--- config.mk ---
export PLATFORM = sky130hd
export DESIGN_NAME = snpb_bank
export DESIGN_NICKNAME = d
export VERILOG_FILES = /design/src/snpb_mem.v /design/src/snpb_bank.v
export VERILOG_INCLUDE_DIRS = /design/src
export SDC_FILE = /design/constraint.sdc
export NUM_CORES = 1
export LEC_CHECK = 0
export ABC_AREA = 1
export BUFFER_PORTS_ARGS = -buffer_cell sky130_fd_sc_hd__clkbuf_2
export CELL_PAD_IN_SITES_DETAIL_PLACEMENT = 0
export CELL_PAD_IN_SITES_GLOBAL_PLACEMENT = 1
export CORE_UTILIZATION = 50
export CTS_BUF_LIST = sky130_fd_sc_hd__clkbuf_2 sky130_fd_sc_hd__clkbuf_4 sky130_fd_sc_hd__clkbuf_8
export CTS_CLUSTER_DIAMETER = 100
export CTS_CLUSTER_SIZE = 28
export DETAILED_ROUTE_END_ITERATION = 6
export PLACE_DENSITY_LB_ADDON = 0.1
export SLEW_MARGIN = 20
export SYNTH_ARGS = -nofsm -noshare
export SYNTH_HDL_FRONTEND = slang
export SYNTH_HIERARCHICAL = 1
export SYNTH_SLANG_ARGS = --single-unit
--- constraint.sdc ---
create_clock -name clk_i -period 6.2 [get_ports clk_i]
set_clock_uncertainty 0.1 [all_clocks]
set_input_delay 0.31 -clock clk_i [delete_from_list [all_inputs] [get_ports clk_i]]
set_output_delay 0.31 -clock clk_i [all_outputs]
set_load 0.005 [all_outputs]
--- src/snpb_regs.vh ---
// snpb_regs.vh: offsets, field positions and reset values of the serial number and power budget bank
// assumes: included by the design files of this block only
`ifndef SNPB_REGS_VH
`define SNPB_REGS_VH

// =====================================================================
// register offsets (byte addresses)
`define SNPB_SN_HDR_OFS 12'h100
`define SNPB_SN_LO_OFS 12'h104
`define SNPB_SN_HI_OFS 12'h108
`define SNPB_PB_HDR_OFS 12'h138
`define SNPB_PB_IDX_OFS 12'h13c
`define SNPB_PB_DATA_OFS 12'h140
`define SNPB_PB_CAP_OFS 12'h144
// loader port for eeprom initialisation (own map)
`define SNPB_LD_CTRL_OFS 12'h180
`define SNPB_LD_DATA_OFS 12'h184

// =====================================================================
// header field values
`define SNPB_SN_CAP_ID 16'h0003
`define SNPB_PB_CAP_ID 16'h0004
`define SNPB_CAP_VER 4'h1
`define SNPB_SN_NEXT 12'hfb4
`define SNPB_PB_NEXT 12'h148

// =====================================================================
// field positions and reset values
`define SNPB_IDX_W 8
`define SNPB_IDX_RST 8'h00
`define SNPB_SYS_ALLOC_RST 1'b1
`define SNPB_SCALE_LSB 8
`define SNPB_SCALE_MSB 9
`define SNPB_PB_DATA_W 21
`define SNPB_PB_WORDS 8
// loader slot codes: 0..7 power words, 8 serial low, 9 serial high, 10 system allocated
`define SNPB_SLOT_SN_LO 4'h8
`define SNPB_SLOT_SN_HI 4'h9
`define SNPB_SLOT_CAP 4'ha

`endif

--- src/snpb_mem.v ---
// snpb_mem.v: eight-word store for the power budget data words
// assumes: one clock, synchronous active-high reset, registered read data
`timescale 1ns/10ps
module snpb_mem #(
  parameter DW = 21,
  parameter AW = 3
) (
  // clock and reset
  input wire clk_i,
  input wire rst_i,
  // write port
  input wire we_i,
  input wire [AW-1:0] waddr_i,
  input wire [DW-1:0] wdata_i,
  // read port
  input wire [AW-1:0] raddr_i,
  output reg [DW-1:0] rdata_o
);
  reg [DW-1:0] mem_q [0:(1<<AW)-1];
  integer i;

  always @(posedge clk_i) begin
    if (rst_i) begin
      for (i = 0; i < (1<<AW); i = i + 1) begin
        mem_q[i] <= {DW{1'b0}};
      end
      rdata_o <= {DW{1'b0}};
    end else begin
      if (we_i) begin
        mem_q[waddr_i] <= wdata_i;
      end
      rdata_o <= mem_q[raddr_i];
    end
  end
endmodule // snpb_mem

--- src/snpb_bank.v ---
// snpb_bank.v: serial number and power budget extended capability register bank
// assumes: classic wishbone slave, 32-bit data, byte addresses, single clock
// Function
// [RULE1] serial header id reads 0003h read-only
// [RULE2] both headers report version 1h
// [RULE3] serial header next pointer reads FB4h
// [RULE4] 104h returns serial number low word
// [RULE5] 108h returns serial number high word
// [RULE6] power budget header id reads 0004h
// [RULE7] power budget next pointer reads 148h
// [RULE8] 13Ch holds 8-bit rw index, reset 00h
// [RULE9] index 0..7 selects data words ascending
// [RULE10] writes to read-only fields change nothing
// [RULE11] index bits 31:8 read zero, ignore writes
// [RULE12] 140h presents word chosen by index
// [RULE13] scale field keeps its four encodings
// [RULE14] system allocated bit resets to one
//
// The Wishbone slave port is this design's own decision.
`timescale 1ns/10ps
`include "snpb_regs.vh"
module snpb_bank #(
  parameter AW = 12,
  parameter [31:0] SN_LO_RST = 32'h0000_0000, // arbitrary value
  parameter [31:0] SN_HI_RST = 32'h0000_0000 // arbitrary value
) (
  // clock and reset
  input wire clk_i,
  input wire rst_i,
  // wishbone slave
  input wire wb_cyc_i,
  input wire wb_stb_i,
  input wire wb_we_i,
  input wire [AW-1:0] wb_adr_i,
  input wire [3:0] wb_sel_i,
  input wire [31:0] wb_dat_i,
  output reg [31:0] wb_dat_o,
  output reg wb_ack_o,
  // status
  output wire init_done_o,
  output wire [`SNPB_IDX_W-1:0] pb_index_o
);

  // ===================================================================
  // state
  reg [`SNPB_IDX_W-1:0] idx_q;
  reg [31:0] sn_lo_q;
  reg [31:0] sn_hi_q;
  reg sys_alloc_q;
  reg init_done_q;
  reg rd_wait_q;
  wire req;
  wire [AW-1:0] a;
  wire wr;
  wire ld_wr;
  wire [3:0] ld_slot;
  wire [`SNPB_PB_DATA_W-1:0] pb_word;
  reg [31:0] rdat;

  assign req = wb_cyc_i & wb_stb_i & ~wb_ack_o;
  assign a = {wb_adr_i[AW-1:2], 2'b00};
  assign wr = req & wb_we_i;
  assign pb_index_o = idx_q;
  assign init_done_o = init_done_q;

  // byte-lane merge
  function [31:0] merge;
    input [31:0] old;
    input [31:0] nw;
    input [3:0] sel;
    integer k;
    begin
      for (k = 0; k < 4; k = k + 1) begin
        merge[k*8 +: 8] = sel[k] ? nw[k*8 +: 8] : old[k*8 +: 8];
      end
    end
  endfunction

  // capability header builder
  function [31:0] cap_hdr;
    input [11:0] nxt;
    input [15:0] id;
    begin
      cap_hdr = {nxt, `SNPB_CAP_VER, id}; // RULE2
    end
  endfunction

  // ===================================================================
  // eeprom-style loader: ctrl write sets slot, data write loads it
  reg [3:0] slot_q;
  assign ld_slot = slot_q;
  assign ld_wr = wr & (a == `SNPB_LD_DATA_OFS) & ~init_done_q;

  always @(posedge clk_i) begin
    if (rst_i) begin
      slot_q <= 4'h0;
      init_done_q <= 1'b0;
    end else if (wr && a == `SNPB_LD_CTRL_OFS && !init_done_q) begin
      slot_q <= wb_dat_i[3:0];
      init_done_q <= wb_dat_i[31];
    end
  end

  snpb_mem #(
    .DW(`SNPB_PB_DATA_W),
    .AW(3)
  ) u_mem (
    .clk_i(clk_i),
    .rst_i(rst_i),
    .we_i(ld_wr & ~ld_slot[3]),
    .waddr_i(ld_slot[2:0]),
    .wdata_i(wb_dat_i[`SNPB_PB_DATA_W-1:0]), // RULE13
    .raddr_i(idx_q[2:0]), // RULE9
    .rdata_o(pb_word)
  );

  // ===================================================================
  // writable registers
  always @(posedge clk_i) begin
    if (rst_i) begin
      idx_q <= `SNPB_IDX_RST; // RULE8
      sn_lo_q <= SN_LO_RST;
      sn_hi_q <= SN_HI_RST;
      sys_alloc_q <= `SNPB_SYS_ALLOC_RST; // RULE14
    end else begin
      if (wr && a == `SNPB_PB_IDX_OFS && wb_sel_i[0]) begin
        idx_q <= wb_dat_i[7:0]; // RULE8 RULE11
      end
      if (ld_wr && ld_slot == `SNPB_SLOT_SN_LO) begin
        sn_lo_q <= merge(sn_lo_q, wb_dat_i, wb_sel_i); // RULE4
      end
      if (ld_wr && ld_slot == `SNPB_SLOT_SN_HI) begin
        sn_hi_q <= merge(sn_hi_q, wb_dat_i, wb_sel_i); // RULE5
      end
      if (ld_wr && ld_slot == `SNPB_SLOT_CAP) begin
        sys_alloc_q <= wb_dat_i[0];
      end
    end
  end

  // ===================================================================
  // read decode; all other offsets but 13Ch, 180h and 184h ignore writes
  always @* begin
    rdat = 32'h0000_0000;
    case (a)
      `SNPB_SN_HDR_OFS: rdat = cap_hdr(`SNPB_SN_NEXT, `SNPB_SN_CAP_ID); // RULE1 RULE3 RULE10
      `SNPB_SN_LO_OFS: rdat = sn_lo_q; // RULE4 RULE10
      `SNPB_SN_HI_OFS: rdat = sn_hi_q; // RULE5 RULE10
      `SNPB_PB_HDR_OFS: rdat = cap_hdr(`SNPB_PB_NEXT, `SNPB_PB_CAP_ID); // RULE6 RULE7
      `SNPB_PB_IDX_OFS: rdat = {24'h00_0000, idx_q}; // RULE11
      `SNPB_PB_DATA_OFS: rdat = (idx_q < `SNPB_PB_WORDS) ? {11'h000, pb_word} : 32'h0000_0000; // RULE12
      `SNPB_PB_CAP_OFS: rdat = {31'h0000_0000, sys_alloc_q}; // RULE14
      `SNPB_LD_CTRL_OFS: rdat = {init_done_q, 27'h000_0000, slot_q};
      default: rdat = 32'h0000_0000;
    endcase
  end

  // ===================================================================
  // wishbone answer: reads wait one cycle for memory data
  always @(posedge clk_i) begin
    if (rst_i) begin
      wb_ack_o <= 1'b0;
      wb_dat_o <= 32'h0000_0000;
      rd_wait_q <= 1'b0;
    end else begin
      wb_ack_o <= 1'b0;
      if (req && wb_we_i) begin
        wb_ack_o <= 1'b1;
      end else if (req && !rd_wait_q) begin
        rd_wait_q <= 1'b1;
      end else if (req) begin
        rd_wait_q <= 1'b0;
        wb_ack_o <= 1'b1;
        wb_dat_o <= rdat;
      end else begin
        rd_wait_q <= 1'b0;
      end
    end
  end
endmodule // snpb_bank

==> flow_summary_export.csv, run 1 <==
group,metric,value,unit
synth,ys_types,24,
synth,synth-simple-area-share,0.2324,
synth,ys_seq_area_frac,0.5682,
grt,grt-ovfl-total,0,
placed_design,placed_cells,2037,
detailed_routing,antenna_left,0,
clocking,post_cts_resized,0,
clocking,htree_levels,1,
sta,fin_crit,4.632,ns
clocking,cts.sinks,301,
setup_path,crit_end,"u_mem/mem_q[0][18]",
placed_design,pre_cts_slack,1.942,ns
placed_design,dp_hpwl,21240,µm
clocking,cts_setup_buffers,0,
clocking,cts_buffers,14,
synth,synth_top_family_by_area,"simple AND/OR/NAND/NOR gates",
grt,grt_max_degree,88,
detailed_routing,drcViolationCount,0,
die,io_pins,95,
setup_path,crit_start,"wb_stb_i",
clocking,clock_path_buffers,3,
sta,rsz0062_at_grt,"no",
sta,fmaxAchievable,215.9,MHz
setup_path,worst_path_most_repeated_cell,"nand2_1",
synth,synth_seq_cells,301,
sta,final_max_slew_viol_count,0,
setup_path,cp_slowest_cell,"nand2_1",
finish,final_common_cell,"nand2_1",
setup_path,path_depth,13,
sta,worst_pin_slew,1.090,ns
power,peakVddDrop,0.1892,mV
die,core,26350,µm²
finish,nets,1805,
clocking,clk_pin_slew_worst_paths,0.15,ns
setup_path,timing.rr.end,"u_mem/mem_q[0][18]",
setup_path,slowest_delay,1.03,ns
setup_path,reg2reg_depth,9,
detailed_routing,post_drt_wl_per_cell,15.84,µm
setup_path,crit_chain,"dlygate4sd3_1 > clkbuf_2 > nand2_1 > dlygate4sd3_1 > nor2_1 > nand2_1 > nor2_1 > nand2_1 > nor2_1 > nand2_1 > nor2_1 > nand2_1 > nand2_1",
setup_path,required,6.26,ns
detailed_routing,via_per_inst,5.077,
synth,syn-instance-count,1692,
detailed_routing,first_pass_iters,5,
clocking,cts-root-buf,"clkbuf_8",
finish,seq_area,7711,µm²
die,rows,59,
grt,grt_use_total,0.2417,
grt,antenna_found_initial,0,
synth,ys.warnings.count,6,
setup_path,r2r_start,"wb_ack_o",
finish,layout_common_cells,"335 x nand2_1, 269 x nor2_1, 203 x inv_1, 168 x edfxtp_1, 130 x dfxtp_1",
synth,synth_area,13560,µm²
finish,num-fill-cells,2506,
sta,fin_tns_setup,0,ns
synth,syn_avg_cell_area,8.017,µm²
finish,antenna_cells,0,
finish,multiInputGateArea,4352,µm²
run,cap_viol_max_count,0,
sta,setup_viol,0,
power,powerDensity,215.5,nW/µm²
sta,fin_ws,1.568,ns
die,dieArea,27790,µm²
synth,yosys.area_share.xor_xnor,0,
power,p_leak,6.194,nW
clocking,worstSkewPairLatency,0.56,ns
setup_path,start_kind,"input port",
sta,slew_headroom,0.2699,
grt,grt_pass1_wl,52900,µm
finish,syn_to_final_growth,8.477,%
die,die_h,166.7,µm
sta,timing.final.crit_share,0.7472,
setup_path,worst-path-max-fanout,22,
setup_path,r2r_slack,2.16,ns
synth,synthAdderAreaFrac,0,
detailed_routing,drt_wl_total,33170,µm
placed_design,io_buffers,92,
clocking,cts_tree,"done",
detailed_routing,vias,10630,
synth,synth_compound_area_frac,0.08846,
placed_design,gp_congestion,0.8154,
detailed_routing,drtIter0Drc,734,
grt,grt_pass1_vias,9961,
sta,hold_violations,0,
synth,syn_nets,1745,
setup_path,worstSetupEndpointType,"flop",
synth,yosys-mux-area-fraction,0,
finish,drive_gt1_frac,0.1143,
outcome,status,"finished clean",
die,die_w,166.7,µm
min_path,hold_class,"in -> reg",
setup_path,path_buf_inv,3,
setup_path,crit_family,"simple AND/OR/NAND/NOR gates",
sta,fin_hold_ws,0.02883,ns
setup_path,critPathKind,"in -> reg",
finish,layout.cells.non_filler,2094,
die,initial_utilization,0.5147,
setup_path,cp_data_arrival_time,4.69,ns
-- final cells by class --
class	count	share of cell area
Clock inverter	2	0.0007653
Tap cell	335	0.02849
Multi-Input combinational cell	1007	0.2957
Sequential cell	301	0.5241
Clock buffer	21	0.01709
Inverter	294	0.07534
Timing Repair Buffer	134	0.05850
-- what timing repair did --
action                                 CTS  global route
setup endpoints to repair                0             0
endpoints found under the hold margin   66             0
hold buffers                            34             0
-- power breakdown --
part | leakage (nW) | total, W | switching (W) | internal (W)
clock | 0.140 | 0.000839 | 0.000573 | 0.000266
combinational | 3.24 | 0.000175 | 0.000122 | 0.0000534
sequential | 2.81 | 0.00216 | 0.0000133 | 0.00214
total | 6.19 | 0.00317 | 0.000708 | 0.00246
-- registers in the layout (all words and copies together) (netlist names), 4 cells and up --
signal and cells:
sn_lo_q 32, ld_slot 4, u_mem/rdata_o 21, pb_index_o 8, sn_hi_q 32, u_mem/mem_q 168
wb_dat_o 32
-- cells in the mapped netlist --
cell type  number  area share
a211oi_1        1     0.00055
dfxtp_1       133        0.20
clkinv_1       22      0.0061
buf_2          30       0.011
o22ai_1         1     0.00046
nand4_1        31       0.014
clkbuf_1       50       0.014
a21oi_1       110       0.041
o21ai_1         1     0.00037
nand3_1       124       0.046
edfxtp_1      168        0.37
buf_4           6      0.0033
nand2_1       335       0.093
buf_1           4      0.0011
nor2_2          4      0.0018
nor2_1        269       0.074
clkinv_2        3      0.0011
nor4_1          1     0.00046
inv_1         203       0.056
o21ai_0       126       0.046
nor3_1          2     0.00074
nor3_4          1      0.0012
nor3b_2         1     0.00092
inv_2          66       0.018
-- through the flow --
stage	instance area, µm²	power (W)	util
after floorplan	13560	0.002293	-
after global placement	14110	0.002357	0.5354
after detailed placement	14110	0.002360	0.5354
after CTS	14710	0.003197	0.5583
after global routing	14710	0.003289	0.5583
final	14710	0.003170	0.5583
-- metal layers --
layer | track usage | part of all wire | routed length, µm | vias to the layer above
met4 | 0.07206 | 0.028 | 920 | 0
met5 | 0 | 0 | 0 | -
met1 | 0.3113 | 0.43 | 14260 | 4899
met3 | 0.01949 | 0.039 | 1296 | 49
li1 | - | - | - | 5442
met2 | 0.4335 | 0.50 | 16690 | 242
-- worst register-to-register path: stages (launching register included) --
cell,delay (ns)
dfxtp_1,0.35
nor2_1,0.17
nand2_1,0.12
nor2_1,0.61
nand2_1,0.12
nor2_1,0.17
nand2_1,0.09
nor2_1,0.26
nand2_1,0.61
nand2_1,1.04
-- logic make-up after synthesis --
kind of cell    count (synthesis)
compound gates                239
flops                         301
buf+inv                       384
simple gates                  768
-- how the worst min path moves through the flow --
stage	cells past startpoint	slack [ns]	from	end
2_1_floorplan	2	0.32	sn_lo_q[10]	sn_lo_q[10]
3_3_place_gp	2	0.33	sn_lo_q[17]	sn_lo_q[17]
3_5_place_dp	2	0.34	sn_lo_q[9]	sn_lo_q[9]
4_1_cts	3	0.00003	wb_dat_i[13]	sn_lo_q[13]
5_1_grt	3	0.05	wb_dat_i[13]	sn_hi_q[13]
6_report	3	0.03	wb_dat_i[13]	sn_lo_q[13]
No activity file was read; power rests on OpenSTA's default activity.
==> run 2: changes to the inputs <==
Settings changed: CORE_UTILIZATION 50 to 47.
Clock period 6.2 ns to 4.4 ns, I/O delays scaled along.
==> flow_summary_export.csv, run 2 (synthesis results as in run 1) <==
group,metric,value,unit
finish,num-fill-cells,2859,
clocking,cts_setup_buffers,0,
placed_design,io_buffers,92,
setup_path,cp_slowest_cell,"nand2_1",
outcome,status,"finished clean",
finish,largest_reg_flops,168,
finish,nets,1826,
clocking,worstSkewPairLatency,0.55,ns
finish,multiInputGateArea,4352,µm²
die,initial_utilization,0.4829,
setup_path,worstSetupEndpointType,"flop",
grt,antenna_found_initial,0,
die,rows,61,
sta,fmaxAchievable,287.4,MHz
setup_path,critPathKind,"in -> reg",
detailed_routing,post_drt_wl_per_cell,15.83,µm
detailed_routing,drcViolationCount,0,
die,die_w,171.9,µm
die,dieArea,29540,µm²
sta,fin_hold_ws,0.09062,ns
power,peakVddDrop,0.1922,mV
setup_path,r2r_start,"wb_ack_o",
sta,fin_ws,0.9200,ns
grt,grt_use_total,0.2342,
finish,antenna_cells,0,
detailed_routing,antenna_left,0,
sta,fin_crit,3.480,ns
detailed_routing,drtIter0Drc,660,
placed_design,pre_cts_slack,1.252,ns
clocking,cts_buffers,14,
finish,final_core_util,0.5330,
clocking,post_cts_resized,0,
sta,hold_violations,0,
sta,worst_pin_slew,1.063,ns
detailed_routing,vias,10730,
die,core,28090,µm²
setup_path,start_kind,"input port",
clocking,htree_levels,1,
clocking,cts.sinks,301,
sta,fin_tns_setup,0,ns
setup_path,reg2reg_depth,11,
placed_design,place_area,14310,µm²
setup_path,slowest_delay,0.70,ns
detailed_routing,via_per_inst,4.969,
finish,final_common_cell,"nand2_1",
setup_path,timing.rr.end,"u_mem/mem_q[7][15]",
clocking,cts_tree,"done",
min_path,hold_class,"in -> reg",
setup_path,crit_chain,"dlygate4sd3_1 > clkbuf_2 > nand2_1 > dlygate4sd3_1 > nor2_1 > nand2_1 > nor2_1 > buf_4 > nand2_1 > nor2_1 > nand2_1 > nor2_1 > nand2_1 > buf_4 > nand2_1",
clocking,cts-root-buf,"clkbuf_8",
finish,layout_common_cells,"335 x nand2_1, 269 x nor2_1, 203 x inv_1, 168 x edfxtp_1, 130 x dfxtp_1",
power,powerDensity,305.3,nW/µm²
clocking,clock_path_buffers,3,
finish,syn_to_final_growth,10.37,%
setup_path,r2r_slack,1.45,ns
setup_path,crit_start,"wb_stb_i",
power,p_leak,6.310,nW
finish,regMostFlops,"u_mem/mem_q",
setup_path,crit_end,"u_mem/mem_q[7][15]",
grt,grt_pass1_wl,53130,µm
grt,grt_pass1_vias,10010,
finish,drive_gt1_frac,0.1241,
sta,rsz0062_at_grt,"no",
finish,final_area,14970,µm²
detailed_routing,drt_wl_total,34180,µm
sta,timing.final.crit_share,0.7909,
die,die_h,171.9,µm
detailed_routing,first_pass_iters,5,
clocking,ctsHoldBuffers,36,
setup_path,worst_path_most_repeated_cell,"nand2_1",
finish,seq_area,7711,µm²
sta,final_max_slew_viol_count,0,
placed_design,dp_hpwl,22270,µm
placed_design,gp_congestion,0.7940,
sta,setup_viol,0,
setup_path,worst-path-max-fanout,22,
clocking,clk_pin_slew_worst_paths,0.17,ns
setup_path,cp_data_arrival_time,3.56,ns
setup_path,required,4.48,ns
die,io_pins,95,
grt,grt-ovfl-total,0,
run,cap_viol_max_count,0,
sta,slew_headroom,0.2908,
grt,grt_max_degree,85,
## run 2: cell count changes in the layout (fill, tap and decap cells not counted)
| cell | delta |
|---|---|
| buf_4 | +19 |
| dlygate4sd3_1 | +2 |
| bufinv_16 | +1 |
| clkbuf_4 | +1 |
| clkbuf_8 | +1 |
| clkinvlp_4 | -1 |
| inv_2 | -1 |
## run 2: metrics by stage
stage | power [W] | cells
6_report | 0.004571 | 2159
5_1_grt | 0.004733 | 2159
4_1_cts | 0.004624 | 2159
3_5_place_dp | 0.003335 | 2099
3_3_place_gp | 0.003331 | 2099
2_1_floorplan | 0.003231 | 1692
## run 2: worst min path at each step
stage / startpoint / endpoint / slack, ns / cells past startpoint
6_report: wb_adr_i[7] / wb_dat_o[0] / 0.09 / 8
5_1_grt: rst_i / wb_dat_o[11] / 0.13 / 3
4_1_cts: wb_adr_i[7] / wb_dat_o[0] / 0.07 / 8
3_5_place_dp: sn_hi_q[1] / sn_hi_q[1] / 0.33 / 2
3_3_place_gp: sn_lo_q[5] / sn_lo_q[5] / 0.33 / 2
2_1_floorplan: wb_dat_i[1] / pb_index_o[1] / 0.25 / 2
## run 2: per-layer routing
| layer | part of all wire | routed length, µm | global-route usage | vias to the layer above |
|---|---|---|---|---|
| met5 | 0 | 0 | 0 | - |
| met4 | 0.020 | 667 | 0.05156 | 0 |
| met3 | 0.035 | 1184 | 0.01854 | 33 |
| met2 | 0.51 | 17280 | 0.4220 | 195 |
| met1 | 0.44 | 15050 | 0.3058 | 5027 |
| li1 | - | - | - | 5472 |
## run 2: area by class of cell
type,count,share of cell area
clock inverter,1,0.002006
tap,378,0.03159
multi-input combinational,1007,0.2907
inverter,294,0.07405
sequential,301,0.5151
timing repair buffer,155,0.06837
clock buffer,23,0.01822
## run 2: where the power goes
group,switching [W],internal (W),leakage (nW)
registers,0.0000193,0.00302,2.81
logic,0.000176,0.0000823,3.34
clock network,0.000817,0.000458,0.161
total,0.00101,0.00356,6.31
## run 2: critical path, delay by kind of cell
kind / cells / cell delay (ns)
buffers and inverters: 5 / 1.59
AND/OR/NAND/NOR: 10 / 1.72
==> run 3: changes to the inputs <==
Settings changed: ABC_AREA 1 to 0, CORE_UTILIZATION 47 to 46.
Clock period 4.4 ns to 3.18 ns, I/O delays scaled along.
==> flow_summary_export.csv, run 3 <==
group,metric,value,unit
outcome,status,"finished clean",
power,p_clk_frac,0.272,
placed_design,place_area,14050,µm²
sta,fmaxAchievable,364.8,MHz
detailed_routing,vias,8107,
placed_design,pre_cts_slack,0.3477,ns
power,p_leak,5.275,nW
grt,antenna_found_initial,0,
power,p_comb_frac,0.053,
die,initial_utilization,0.4678,
finish,largest_reg_flops,168,
setup_path,critPathKind,"reg -> reg",
synth,syn_nets,1054,
sta,slew_headroom,0.4720,
power,powerDensity,422.9,nW/µm²
synth,ys_seq_area_frac,0.5931,
synth,ys.warnings.count,6,
clocking,clock_path_buffers,3,
detailed_routing,first_pass_iters,5,
clocking,cts-root-buf,"clkbuf_8",
detailed_routing,antenna_left,0,
clocking,clk_pin_slew_worst_paths,0.17,ns
grt,grt_pass1_wl,47580,µm
die,rows,61,
synth,ys_types,61,
synth,synth_seq_cells,301,
detailed_routing,drtIter0Drc,719,
die,die_w,170.1,µm
detailed_routing,drcViolationCount,0,
min_path,hold_class,"in -> reg",
grt,globalRouteMet1Util,0.2959,
finish,antenna_cells,0,
sta,final_max_slew_viol_count,0,
die,die_h,170.1,µm
placed_design,io_buffers,92,
clocking,cts_tree,"done",
detailed_routing,post_drt_wl_per_cell,20.53,µm
finish,num-fill-cells,2488,
placed_design,dp_hpwl,20220,µm
sta,worst_pin_slew,0.7920,ns
synth,synth_top_cell_by_area,"edfxtp_1",
synth,syn-instance-count,1001,
power,peakVddDrop,0.3134,mV
placed_design,gp_congestion,0.7789,
synth,synth_ff_type,"edfxtp_1",
grt,grt_use_total,0.2187,
grt,top_usage_layer,"met2",
finish,nets,1180,
grt,grt_max_degree,71,
setup_path,worstSetupEndpointType,"flop",
sta,hold_violations,0,
synth,async_reset_ff_frac,0,
grt,gr-usage-met2,0.3897,
finish,regMostFlops,"u_mem/mem_q",
finish,final_area,14690,µm²
sta,fin_crit,2.741,ns
grt,grt-ovfl-total,0,
setup_path,crit_chain,"nor2b_1 > nand4_4 > nor3_1 > or3b_4 > nor3_2 > or2_2 > buf_12",
setup_path,start_kind,"flop",
synth,synth_top_area_frac,0.3882,
synth,syn_avg_cell_area,12.98,µm²
clocking,cts.sinks,301,
setup_path,cp_slowest_cell,"or3b_4",
detailed_routing,drt_wl_total,31060,µm
power,seq_power_share,0.676,
synth,synth_area_leaders,"edfxtp_1 39%, dfxtp_1 20%, and2_1 8.1%",
synth,synth_edf_count,168,
sta,setup_viol,0,
clocking,cts_setup_buffers,0,
sta,fin_ws,0.4388,ns
die,dieArea,28930,µm²
clocking,htree_levels,1,
setup_path,worst-path-max-fanout,13,
sta,rsz0062_at_grt,"no",
clocking,worstSkewPairLatency,0.55,ns
finish,layout_common_cells,"168 x and2_1, 168 x edfxtp_1, 131 x dfxtp_1, 108 x nor2_1, 97 x mux2i_1",
clocking,cts_buffers,14,
setup_path,required,3.36,ns
grt,met3_usage,0.01953,
clocking,post_cts_resized,0,
power,p_switching,0.001371,W
grt,grt_pass1_vias,7972,
setup_path,slowest_delay,0.46,ns
sta,fin_tns_setup,0,ns
power,swShare,0.2208,
synth,synth_area,12990,µm²
run,cap_viol_max_count,0,
finish,syn_to_final_growth,13.02,%
die,core,27780,µm²
finish,drive_gt1_frac,0.2070,
sta,timing.final.crit_share,0.8620,
synth,synth_common_cells,"168 x and2_1, 168 x edfxtp_1, 133 x dfxtp_1, 109 x nor2_1, 97 x mux2i_1",
power,p_int,0.004839,W
die,io_pins,95,
setup_path,cp_data_arrival_time,2.92,ns
detailed_routing,via_per_inst,5.358,
## run 3: changes by cell type in the layout (fill, tap and decap cells not counted), sizes merged, moves of 17 or more
cell and delta:
clkinv -24, mux4 +42, a21oi -89, buf +17, and2 +168, nand2 -296, inv -264, o21ai -97
nand4 -28, nor2 -163, nand3 -113, mux2i +97
## run 3: cells by family (layout without fill, tap and decap cells)
group           after synthesis  after routing  synth area share
simple gates                393            393            0.1793
mux                         139            139            0.1478
flops                       301            301            0.5931
compound gates              102            102           0.05344
buf+inv                      65            199           0.02571
xor+xnor                      1              1         0.0006741
## run 3: final timing paths
path	start	endpoint	slack (ns)	cells after the start
max	init_done_o	u_mem/mem_q[0][13]	0.44	7
min	wb_dat_i[1]	pb_index_o[1]	0.008	3
max reg2reg	init_done_o	u_mem/mem_q[0][13]	0.44	7
min reg2reg	wb_dat_o[30]	wb_dat_o[30]	0.37	2
## run 3: what timing repair did
action / in CTS / in global routing
setup endpoints to repair: 0 / 0
hold endpoints to repair: 206 / 0
hold buffers: 36 / 0
## run 3: power groups by stage
stage               Clock [W]  Sequential, W  Combinational, W
finish                0.00169        0.00420          0.000327
global route          0.00187        0.00421          0.000353
CTS                   0.00175        0.00420          0.000334
detailed placement          0        0.00428          0.000300
global placement            0        0.00428          0.000299
floorplan                   0        0.00427          0.000129
## run 3: critical path: cells and delay by family (launching register included)
family | cells | cell delay, ns
buffers and inverters | 1 | 0.19
DFF | 1 | 0.38
and+or+nand+nor | 6 | 1.78
## run 3: area by class of cell
class | instances | area (µm²) | share of cell area
Timing Repair Buffer | 171 | 1259 | 0.08570
Clock inverter | 2 | 8.758 | 0.0005964
Sequential cell | 301 | 7710 | 0.5250
Tap cell | 378 | 473.0 | 0.03220
Clock buffer | 22 | 265.3 | 0.01806
Inverter | 4 | 15.01 | 0.001022
Multi-Input combinational cell | 635 | 4956 | 0.3375
## run 3: per-stage QoR
stage	hold slack [ns]	cells	total power (W)	util
finish	0.007830	1513	0.006211	0.5286
global route	0.01868	1513	0.006425	0.5286
CTS	0.002534	1513	0.006282	0.5286
detailed placement	0.3253	1453	0.004583	0.5058
global placement	0.3157	1453	0.004580	0.5058
floorplan	0.1997	1001	0.004403	-
## run 3: metal layers
layer  wire length, µm  part of all wire  vias up
li1                  -                 -     3899
met1             13960              0.45     4022
met2             15720              0.51      168
met3              1048             0.034       18
met4               337             0.011        0
met5                 0                 0        -
